## src/core/spimsp_pkg.sv

```systemverilog
// package: register map, field positions, encodings and struct types
package spimsp_pkg;
  // register indices on the plain register port
  localparam logic [1:0] SPIMSP_CTRL_ADDR = 2'h0;  // serial_port_control
  localparam logic [1:0] SPIMSP_STAT_ADDR = 2'h1;  // serial_port_status
  localparam logic [1:0] SPIMSP_DATA_ADDR = 2'h2;  // serial_port_data
  // control field positions
  localparam int CTL_IE   = 7;  // port_interrupt_enable
  localparam int CTL_SE   = 6;  // port_system_enable
  localparam int CTL_MS   = 4;  // master_select
  localparam int CTL_POL  = 3;  // clock_idle_polarity
  localparam int CTL_PHA  = 2;  // clock_phase_select
  localparam int CTL_RHI  = 1;  // rate_select_high
  localparam int CTL_RLO  = 0;  // rate_select_low
  // status field positions
  localparam int STA_TC   = 7;  // transfer_complete_flag
  localparam int STA_WC   = 6;  // write_collision_flag
  localparam int STA_MF   = 4;  // mode_fault_flag
  localparam logic [7:0] SPIMSP_CTRL_RST = 8'h00;
  localparam logic [7:0] SPIMSP_ZERO8    = 8'h00;
  // bits per character
  localparam logic [3:0] SPIMSP_NBITS    = 4'h8;
  // last half-period counts (half period minus one bus clock) for divides 2, 4, 16, 32
  localparam logic [3:0] SPIMSP_HALF_D2  = 4'h0;
  localparam logic [3:0] SPIMSP_HALF_D4  = 4'h1;
  localparam logic [3:0] SPIMSP_HALF_D16 = 4'h7;
  localparam logic [3:0] SPIMSP_HALF_D32 = 4'hf;
  // register request bundle
  typedef struct packed {
    logic [1:0] addr;
    logic [7:0] wdata;
    logic       wr;
    logic       rd;
  } spimsp_req_t;
  // link pins (two-way pins as in, out, enable)
  typedef struct packed {
    logic sck_o;
    logic sck_oe;
    logic mosi_o;
    logic mosi_oe;
    logic miso_o;
    logic miso_oe;
  } spimsp_pins_t;
endpackage : spimsp_pkg

```

## src/core/spimsp_rate.sv

```systemverilog
// bit-rate divider: one-cycle half-period enable pulses
`timescale 1ns/1ps
module spimsp_rate (
  input  wire logic       clk,
  input  wire logic       rst_n,
  input  wire logic       run,
  input  wire logic [1:0] rate,
  output logic            tick
);
  import spimsp_pkg::*;
  logic [3:0] cnt_r;   // bus clocks within current half period
  logic [3:0] limit;   // last count of a half period

  // choose half period from rate bits
  always_comb begin
    case (rate)
      2'b00:   limit = SPIMSP_HALF_D2;
      2'b01:   limit = SPIMSP_HALF_D4;
      2'b10:   limit = SPIMSP_HALF_D16;
      default: limit = SPIMSP_HALF_D32;
    endcase
  end

  assign tick = run && (cnt_r == limit);

  // count while a transfer runs, restart otherwise
  always_ff @(posedge clk) begin
    if (!rst_n || !run || tick) begin
      cnt_r <= 4'h0;
    end else begin
      cnt_r <= cnt_r + 4'h1;
    end
  end
endmodule // spimsp_rate

```

## src/core/spimsp_top.sv

```systemverilog
// serial port block: master/slave shifter with control/status/data registers
// Operation
// - select low while master sets mode fault
// - phase 1 select may stay low
// - full duplex; complete flag set per byte
// - write during transfer dropped, collision flag set
// - master writes start exactly eight clocks
// - slave shifts in, copies to read buffer
// - slave write loads shifter, shifts on clocks
// - complete flag with enable raises interrupt
// - enable bit on/off; master bit selects mode
// - master clock idles at polarity level
// - phase 0 starts on select fall
// - rate bits divide clock 2,4,16,32
// - complete flag cleared by status read, data access
// - data writes blocked until status read
// - collision window depends on phase
// - collision flag cleared by status read, data access
// - unused status bits read zero
// - mode fault interrupts, clears enable and master
// - mode fault cleared by status read, control write
// - overrun loses new byte, buffer kept
// - slave output released when not selected
// - most significant bit first
// - master data leads sampling edge half period
//
// The implementer's own choices: the placing of the registers and strobed register access.
`timescale 1ns/1ps
module spimsp_top
  import spimsp_pkg::*;
(
  input  wire logic               CLK_SYS,
  input  wire logic               RSTN,
  input  wire spimsp_pkg::spimsp_req_t REQ,
  output logic [7:0]              RDATA,
  input  wire logic               SCK_I,
  input  wire logic               MOSI_I,
  input  wire logic               MISO_I,
  input  wire logic               SS_N_I,
  output spimsp_pkg::spimsp_pins_t PINS,
  output logic                    IRQ
);
  typedef enum logic [2:0] {
    ST_IDLE = 3'b001,  // no transfer
    ST_LEAD = 3'b010,  // first half period, data set up
    ST_TRAIL = 3'b100  // second half period
  } spimsp_st_t;

  logic [7:0] ctrl_r;       // control register
  logic       tc_r;         // transfer complete flag
  logic       wc_r;         // write collision flag
  logic       mf_r;         // mode fault flag
  logic       tc_seen_r;    // status read saw complete flag
  logic       wc_seen_r;    // status read saw collision flag
  logic       mf_seen_r;    // status read saw mode fault
  logic [7:0] shift_r;      // shift register
  logic [7:0] rbuf_r;       // read buffer
  logic [3:0] bits_r;       // bits shifted so far
  logic       sck_d_r;      // last slave clock sample
  logic       ss_d_r;       // last select sample
  logic       sbusy_r;      // slave transfer in progress
  logic       mosi_r;       // master output bit
  logic       miso_r;       // slave output bit
  logic       sck_r;        // master clock level before polarity
  spimsp_st_t st_r;         // master state
  logic       tick;         // half-period enable
  logic       master, en, pha, pol;
  logic       mbusy, busy;
  logic       wr_ctrl, wr_data, rd_stat, acc_data;
  logic       s_lead, s_trail, sck_eff, ss_sel;
  logic       byte_done;
  logic       m_lead, m_trail, samp, drive, din, last, mstop, wr_ok;
  logic [7:0] sh_in, sh_hold;  // shifter plus new bit; value a collision keeps
  logic [7:0] status;

  assign en      = ctrl_r[CTL_SE];
  assign master  = ctrl_r[CTL_MS];
  assign pha     = ctrl_r[CTL_PHA];
  assign pol     = ctrl_r[CTL_POL];
  assign wr_ctrl = REQ.wr && (REQ.addr == SPIMSP_CTRL_ADDR);
  assign wr_data = REQ.wr && (REQ.addr == SPIMSP_DATA_ADDR);
  assign rd_stat = REQ.rd && (REQ.addr == SPIMSP_STAT_ADDR);
  assign acc_data = (REQ.wr || REQ.rd) && (REQ.addr == SPIMSP_DATA_ADDR);
  assign mbusy   = (st_r != ST_IDLE);
  assign busy    = master ? mbusy : sbusy_r;

  // unused status bits tied to zero
  always_comb begin
    status = SPIMSP_ZERO8;
    status[STA_TC] = tc_r;
    status[STA_WC] = wc_r;
    status[STA_MF] = mf_r;
  end

  // divider for master bit rate
  spimsp_rate u_rate (
    .clk   (CLK_SYS),
    .rst_n (RSTN),
    .run   (mbusy),
    .rate  ({ctrl_r[CTL_RHI], ctrl_r[CTL_RLO]}),
    .tick  (tick)
  );

  // slave clock edges; phase 0 clock is clock OR select
  assign sck_eff = (SCK_I ^ pol) | (!pha & SS_N_I);
  assign ss_sel  = !SS_N_I;
  assign s_lead  = ss_sel && !master && en && sck_eff && !sck_d_r;
  assign s_trail = ss_sel && !master && en && !sck_eff && sck_d_r;

  // phase 0 samples on the leading edge and drives on the trailing one,
  // phase 1 the other way round, in both master and slave mode
  assign m_lead  = (st_r == ST_LEAD) && tick;
  assign m_trail = (st_r == ST_TRAIL) && tick;
  assign samp    = master ? (pha ? m_trail : m_lead)
                          : (pha ? s_trail : s_lead);
  assign drive   = master ? (pha ? m_lead : m_trail)
                          : (pha ? s_lead : s_trail);
  assign din     = master ? MISO_I : MOSI_I;
  assign last    = (bits_r == SPIMSP_NBITS - 4'h1);
  assign sh_in   = {shift_r[6:0], din};
  assign sh_hold = samp ? sh_in : shift_r;
  // phase 0 master stops on the trail after the count wrapped
  assign mstop   = pha ? last : (bits_r == 4'h0);
  // a write after the status read that saw the flag may land
  assign wr_ok   = wr_data && !busy && !(tc_r && !tc_seen_r);
  // byte finished on its eighth sampling edge
  assign byte_done = samp && last;

  // control register, mode fault forces slave and disabled
  always_ff @(posedge CLK_SYS) begin
    if (!RSTN) begin
      ctrl_r <= SPIMSP_CTRL_RST;
    end else if (en && master && !SS_N_I) begin
      ctrl_r[CTL_SE] <= 1'b0;
      ctrl_r[CTL_MS] <= 1'b0;
    end else if (wr_ctrl) begin
      ctrl_r <= REQ.wdata;
    end
  end

  // mode fault flag; set wins over clear
  always_ff @(posedge CLK_SYS) begin
    if (!RSTN) begin
      mf_r <= 1'b0;
      mf_seen_r <= 1'b0;
    end else if (en && master && !SS_N_I) begin
      mf_r <= 1'b1;
      mf_seen_r <= 1'b0;
    end else if (wr_ctrl && mf_seen_r) begin
      mf_r <= 1'b0;
      mf_seen_r <= 1'b0;
    end else if (rd_stat && mf_r) begin
      mf_seen_r <= 1'b1;
    end
  end

  // complete flag; status read then data access clears
  always_ff @(posedge CLK_SYS) begin
    if (!RSTN) begin
      tc_r <= 1'b0;
      tc_seen_r <= 1'b0;
    end else if (byte_done) begin
      tc_r <= 1'b1;
      tc_seen_r <= 1'b0;
    end else if (acc_data && tc_seen_r) begin
      tc_r <= 1'b0;
      tc_seen_r <= 1'b0;
    end else if (rd_stat && tc_r) begin
      tc_seen_r <= 1'b1;
    end
  end

  // collision flag; write during transfer
  always_ff @(posedge CLK_SYS) begin
    if (!RSTN) begin
      wc_r <= 1'b0;
      wc_seen_r <= 1'b0;
    end else if (wr_data && busy) begin
      wc_r <= 1'b1;
      wc_seen_r <= 1'b0;
    end else if (acc_data && wc_seen_r) begin
      wc_r <= 1'b0;
      wc_seen_r <= 1'b0;
    end else if (rd_stat && wc_r) begin
      wc_seen_r <= 1'b1;
    end
  end

  // slave edge tracking and transfer window
  always_ff @(posedge CLK_SYS) begin
    if (!RSTN) begin
      sck_d_r <= 1'b1;
      ss_d_r  <= 1'b1;
      sbusy_r <= 1'b0;
    end else begin
      sck_d_r <= sck_eff;
      ss_d_r  <= SS_N_I;
      if (master || !en || SS_N_I) begin
        sbusy_r <= 1'b0;                       // phase 0 ends on select rise
      end else if (!pha && ss_d_r) begin
        sbusy_r <= 1'b1;
      end else if (pha && s_lead) begin
        sbusy_r <= 1'b1;
      end else if (pha && byte_done) begin
        sbusy_r <= 1'b0;
      end
    end
  end

  // master sequencer: idle, lead half, trail half
  always_ff @(posedge CLK_SYS) begin
    if (!RSTN || !en || !master) begin
      st_r <= ST_IDLE;
      sck_r <= 1'b0;
    end else begin
      case (st_r)
        ST_IDLE: begin
          sck_r <= 1'b0;
          if (wr_ok) begin
            st_r <= ST_LEAD;
          end
        end
        ST_LEAD: begin
          if (tick) begin
            sck_r <= 1'b1;
            st_r <= ST_TRAIL;
          end
        end
        ST_TRAIL: begin
          if (tick) begin
            sck_r <= 1'b0;
            st_r <= mstop ? ST_IDLE : ST_LEAD;
          end
        end
        default: st_r <= ST_IDLE;
      endcase
    end
  end

  // shift register, bit count and outputs, msb first
  always_ff @(posedge CLK_SYS) begin
    if (!RSTN) begin
      shift_r <= SPIMSP_ZERO8;
      bits_r  <= 4'h0;
      mosi_r  <= 1'b0;
      miso_r  <= 1'b0;
    end else if (wr_ok) begin
      shift_r <= REQ.wdata;
      bits_r  <= 4'h0;
      mosi_r  <= REQ.wdata[7];
      miso_r  <= REQ.wdata[7];
    end else if (!master && !pha && SS_N_I) begin
      bits_r <= 4'h0;
    end else if (samp) begin
      shift_r <= sh_in;
      bits_r  <= last ? 4'h0 : bits_r + 4'h1;
    end else if (drive) begin
      mosi_r  <= shift_r[7];
      miso_r  <= shift_r[7];
    end
  end

  // read buffer; overrun keeps old contents
  always_ff @(posedge CLK_SYS) begin
    if (!RSTN) begin
      rbuf_r <= SPIMSP_ZERO8;
    end else if (byte_done && !tc_r) begin
      rbuf_r <= sh_in;
    end
  end

  // read data one cycle after the strobe
  always_ff @(posedge CLK_SYS) begin
    if (!RSTN) begin
      RDATA <= SPIMSP_ZERO8;
    end else if (REQ.rd) begin
      if (REQ.addr == SPIMSP_CTRL_ADDR) begin
        RDATA <= ctrl_r;
      end else if (REQ.addr == SPIMSP_STAT_ADDR) begin
        RDATA <= status;
      end else if (REQ.addr == SPIMSP_DATA_ADDR) begin
        RDATA <= rbuf_r;
      end else begin
        RDATA <= SPIMSP_ZERO8;
      end
    end else begin
      RDATA <= SPIMSP_ZERO8;
    end
  end

  // pin drive
  always_comb begin
    PINS.sck_o   = sck_r ^ pol;
    PINS.sck_oe  = en && master;
    PINS.mosi_o  = mosi_r;
    PINS.mosi_oe = en && master;
    PINS.miso_o  = miso_r;
    PINS.miso_oe = en && !master && !SS_N_I;
  end

  assign IRQ = ctrl_r[CTL_IE] && (tc_r || mf_r);

  // checks
  property p_mode_fault_flag;
    @(posedge CLK_SYS) disable iff (!RSTN)
    (en && master && !SS_N_I) |=> (mf_r && !en && !master);
  endproperty
  a_mode_fault_flag: assert property (p_mode_fault_flag) else $error("mode fault missed");

  property p_irq;
    @(posedge CLK_SYS) disable iff (!RSTN)
    (tc_r && ctrl_r[CTL_IE]) |-> IRQ;
  endproperty
  a_irq: assert property (p_irq) else $error("irq missing");

  property p_write_collision_flag;
    @(posedge CLK_SYS) disable iff (!RSTN)
    (wr_data && busy) |=> (wc_r && shift_r == $past(sh_hold));
  endproperty
  a_write_collision_flag: assert property (p_write_collision_flag) else $error("collision wrong");

  property p_idle_sck;
    @(posedge CLK_SYS) disable iff (!RSTN)
    (master && en && !mbusy) |-> (PINS.sck_o == pol);
  endproperty
  a_idle_sck: assert property (p_idle_sck) else $error("sck idle");

  property p_tc;
    @(posedge CLK_SYS) disable iff (!RSTN)
    byte_done |=> tc_r;
  endproperty
  a_tc: assert property (p_tc) else $error("complete not set");

  property p_tc_hold;
    @(posedge CLK_SYS) disable iff (!RSTN)
    (tc_r && !tc_seen_r && !byte_done) |=> tc_r;
  endproperty
  a_tc_hold: assert property (p_tc_hold) else $error("early clear");

  property p_ovr;
    @(posedge CLK_SYS) disable iff (!RSTN)
    (byte_done && tc_r) |=> $stable(rbuf_r);
  endproperty
  a_ovr: assert property (p_ovr) else $error("overrun wrote");

  property p_miso;
    @(posedge CLK_SYS) disable iff (!RSTN)
    SS_N_I |-> !PINS.miso_oe;
  endproperty
  a_miso: assert property (p_miso) else $error("miso driven");

  property p_stat0;
    @(posedge CLK_SYS) disable iff (!RSTN)
    REQ.rd && REQ.addr == SPIMSP_STAT_ADDR |=> RDATA[5] == 1'b0
      && RDATA[3:0] == 4'h0;
  endproperty
  a_stat0: assert property (p_stat0) else $error("reserved bits");
endmodule // spimsp_top

```

## config.mk

```make
export PLATFORM = sky130hd
export DESIGN_NAME = spimsp_top
export DESIGN_NICKNAME = d
export VERILOG_FILES = /design/src/core/spimsp_pkg.sv /design/src/core/spimsp_rate.sv /design/src/core/spimsp_top.sv
export SDC_FILE = /design/constraint.sdc
export NUM_CORES = 1
export LEC_CHECK = 0
export BUFFER_PORTS_ARGS = -buffer_cell sky130_fd_sc_hd__buf_2
export CAP_MARGIN = 20
export CORE_MARGIN = 4
export CORE_UTILIZATION = 52
export DETAILED_ROUTE_END_ITERATION = 7
export GPL_ROUTABILITY_DRIVEN = 0
export PLACE_DENSITY_LB_ADDON = 0.1
export SYNTH_ARGS = -nofsm -noshare
export SYNTH_HDL_FRONTEND = slang
export SYNTH_HIERARCHICAL = 1
export SYNTH_SLANG_ARGS = --single-unit
```

## constraint.sdc

```tcl
create_clock -name CLK_SYS -period 2.8 [get_ports CLK_SYS]
set_clock_uncertainty 0.15 [all_clocks]
set_input_delay 0.56 -clock CLK_SYS [delete_from_list [all_inputs] [get_ports CLK_SYS]]
set_output_delay 0.56 -clock CLK_SYS [all_outputs]
set_load 0.01 [all_outputs]
```

==> summary.md <==
| Metric | Value |
|---|---|
| DRT iter0 DRCs | `112` |
| Layout cell share with drive strength beyond 1 | `20.13%` |
| Tmin final | `2.649 ns` |
| Slew HR | `44.63%` |
| Post-synth EDFFs | `0` |
| Initial antenna violation count | `0` |
| DR pass1 iterations | `4` |
| Actual slew at the worst max-slew pin | `0.8250 ns` |
| Drt drc | `0` |
| Largest cells by area after synthesis | `dfxtp_1 41%, mux2i_1 13%, nor2_1 7.0%, a21oi_1 3.1%, nand2_1 2.1%` |
| Die X | `78.98 um` |
| WP data arrival | `2.67 ns` |
| Area fraction of the dominant cell type after synthesis | `41.26%` |
| Post-Syn Area | `2620 um^2` |
| Seq/Total Area, Yosys | `41.26%` |
| Gate Count Post-Synth | `286` |
| Synthesized flop and latch total | `54` |
| Max_cap viols | `0` |
| Nets | `338` |
| Crit. End Element | `flip-flop` |
| Final setup vio count | `0` |
| Max Slew Vio Count | `0` |
| Lkg Pwr | `1.330 nW` |
| Synth Area per Inst | `9.161 um^2` |
| HP Class | `reg2reg` |
| Initial cell density of the core | `54.39%` |
| RSZ-0062 raised after global routing | `false` |
| Pwr dens | `485.7 nW/um^2` |
| Worst endpoint required time | `2.82 ns` |
| Post-DR wirelength/cell | `14.60 um` |
| ANT nets after route | `0` |
| Num Clock Sinks | `54` |
| H-tree depth | `2` |
| Outcome | `complete, no violations` |
| N_diodes | `0` |
| Synth Warn # | `6` |
| Via Count | `2066` |
| Largest net degree at the start of global routing | `25` |
| Peak VDD IR | `0.3794 mV` |
| Area growth, synth to finish | `13.51%` |
| GRT overflow | `0` |
| Largest area contributor in the netlist | `dfxtp_1` |
| Clock latency on the worst-skew pair | `0.31 ns` |
| Row count | `25` |
| Drt total wl | `5620 um` |
| Critical Path Fanout Max | `8` |
| Ys flop type | `dfxtp_1` |
| Setup TNS | `0 ns` |
| Most common cell after layout, fill and taps aside | `dfxtp_1` |
| Buffers added on ports | `32` |
| Syn Nets | `307` |
| Max Freq | `377.5 MHz` |
| Fin crit share | `94.60%` |
| Clk slew on worst S/H paths | `0.10 ns` |
| Cell variety after synth | `56` |
| Critical Path Start Type | `flip-flop` |
| Crit path kind | `reg2reg` |
| Number of global-route vias before repair | `1933` |
| Gr usage total | `19.62%` |
| Via/cell ratio | `5.366` |
| Most frequent cells in the layout | `54 x dfxtp_1, 49 x nor2_1, 34 x mux2i_1, 32 x buf_2, 16 x a21oi_1` |
| Fraction of registers with async set/reset | `0%` |
| Clock Path Buffers | `2` |
| Clock Tree Root | `clkbuf_8` |
| CTS Buf Count | `5` |
| CTS tree | `built` |
| Ports | `33` |
| Die Ht | `78.98 um` |
| Cts hold-fix bufs | `0` |
| Dpl hpwl | `4133 um` |
| Final core utilization | `61.74%` |
| Full die area | `6238 um^2` |
| Final Hold Violating Endpoints | `0` |
| Core area | `4817 um^2` |
| Global-route wire length before repair | `9632 um` |
==> kinds of logic (layout without fill, tap and decap cells) <==
family / Yosys count / count (layout) / synth area share, %
simple gates: 106 / 106 / 19.72
compound gates: 55 / 55 / 16.62
flops: 54 / 54 / 41.26
mux: 36 / 36 / 13.94
buf+inv: 26 / 58 / 4.727
xor+xnor: 6 / 6 / 2.293
fa+ha+maj: 3 / 3 / 1.433
==> report_power, final <==
group,internal (mW),switching (mW)
Combinational,0.0410,0.0577
Clock,0.294,0.257
Sequential,0.780,0.0142
==> synth_stat cells (all sizes together) (2+ instances only) <==
cell / instances
or3b: 2
a2111oi: 2
ha: 3
clkbuf: 8
a22oi: 3
nand3: 5
nor2: 49
o21a: 3
nand4: 2
a2bb2oi: 2
o21ai: 7
xnor2: 3
xor2: 3
or2: 2
mux2i: 35
nor3: 8
nand2: 15
buf: 8
nor3b: 5
a32oi: 3
dfxtp: 54
a211oi: 6
nor2b: 3
nand2b: 8
a21o: 2
o22ai: 3
inv: 10
a21oi: 16
or4: 2
o221ai: 2
==> final cells by class <==
type	instances	area (um^2)
fillers	453	1843
multi-input cells	206	1418
flip-flops and latches	54	1081
repair buffers	40	232.7
well taps	67	83.83
clock buffers	6	82.58
clock inverters	2	38.79
inverters	10	37.54
==> worst paths after layout <==
check	end	cells past startpoint	slack (ns)	startpoint
max	rbuf_r[6]$_SDFFE_PN0P_	9	0.15	u_rate/cnt_r[2]$_SDFF_PP0_
min	sbusy_r$_SDFFE_PP0P_	2	0.33	sbusy_r$_SDFFE_PP0P_
max reg2reg	rbuf_r[6]$_SDFFE_PN0P_	9	0.15	u_rate/cnt_r[2]$_SDFF_PP0_
min reg2reg	sbusy_r$_SDFFE_PP0P_	2	0.33	sbusy_r$_SDFFE_PP0P_
==> through the flow <==
step	area, um^2	total power, mW	worst slack, ns	std cells	hold slack, ns
6_report	2974	1.445	0.1512	385	0.3306
5_1_grt	2974	1.508	0.01413	385	0.3556
4_1_cts	2952	1.464	0.05606	384	0.3280
3_5_place_dp	2830	0.9107	0.09461	376	0.3109
3_3_place_gp	2830	0.9102	0.1647	376	0.3055
2_1_floorplan	2620	0.8757	0.1486	286	0.2945
==> layer usage <==
layer	routed length [um]	up-vias	global-route usage, %
li1	-	1067	-
met4	63	0	5.842
met3	312	5	4.308
met2	2382	50	28.54
met1	2862	944	28.91
met5	0	-	0
==> registers in the layout (all words and copies together) (netlist names) <==
name          cells
wc_seen_r         1
mf_seen_r         1
mf_r              1
sbusy_r           1
st_r              3
ss_d_r            1
bits_r            4
u_rate/cnt_r      4
shift_r           8
tc_seen_r         1
miso_r            1
rbuf_r            8
sck_r             1
ctrl_r            8
sck_d_r           1
tc_r              1
wc_r              1
RDATA             8
==> timing repair <==
item / CTS / global route
resized for setup: 0 / 1
buffers inserted: 0 / 1
setup endpoints to repair: 0 / 13
==> critical path, cell delays in order, from the launching register on <==
cell and delay (ns):
dfxtp_1 0.35, or4_4 0.58, o22ai_2 0.21, o21a_1 0.19, inv_1 0.08, nor4b_1 0.35, a32oi_2 0.20, buf_12 0.18
mux2i_1 0.17, nor2_1 0.05
(Power assumes the default switching activity.)
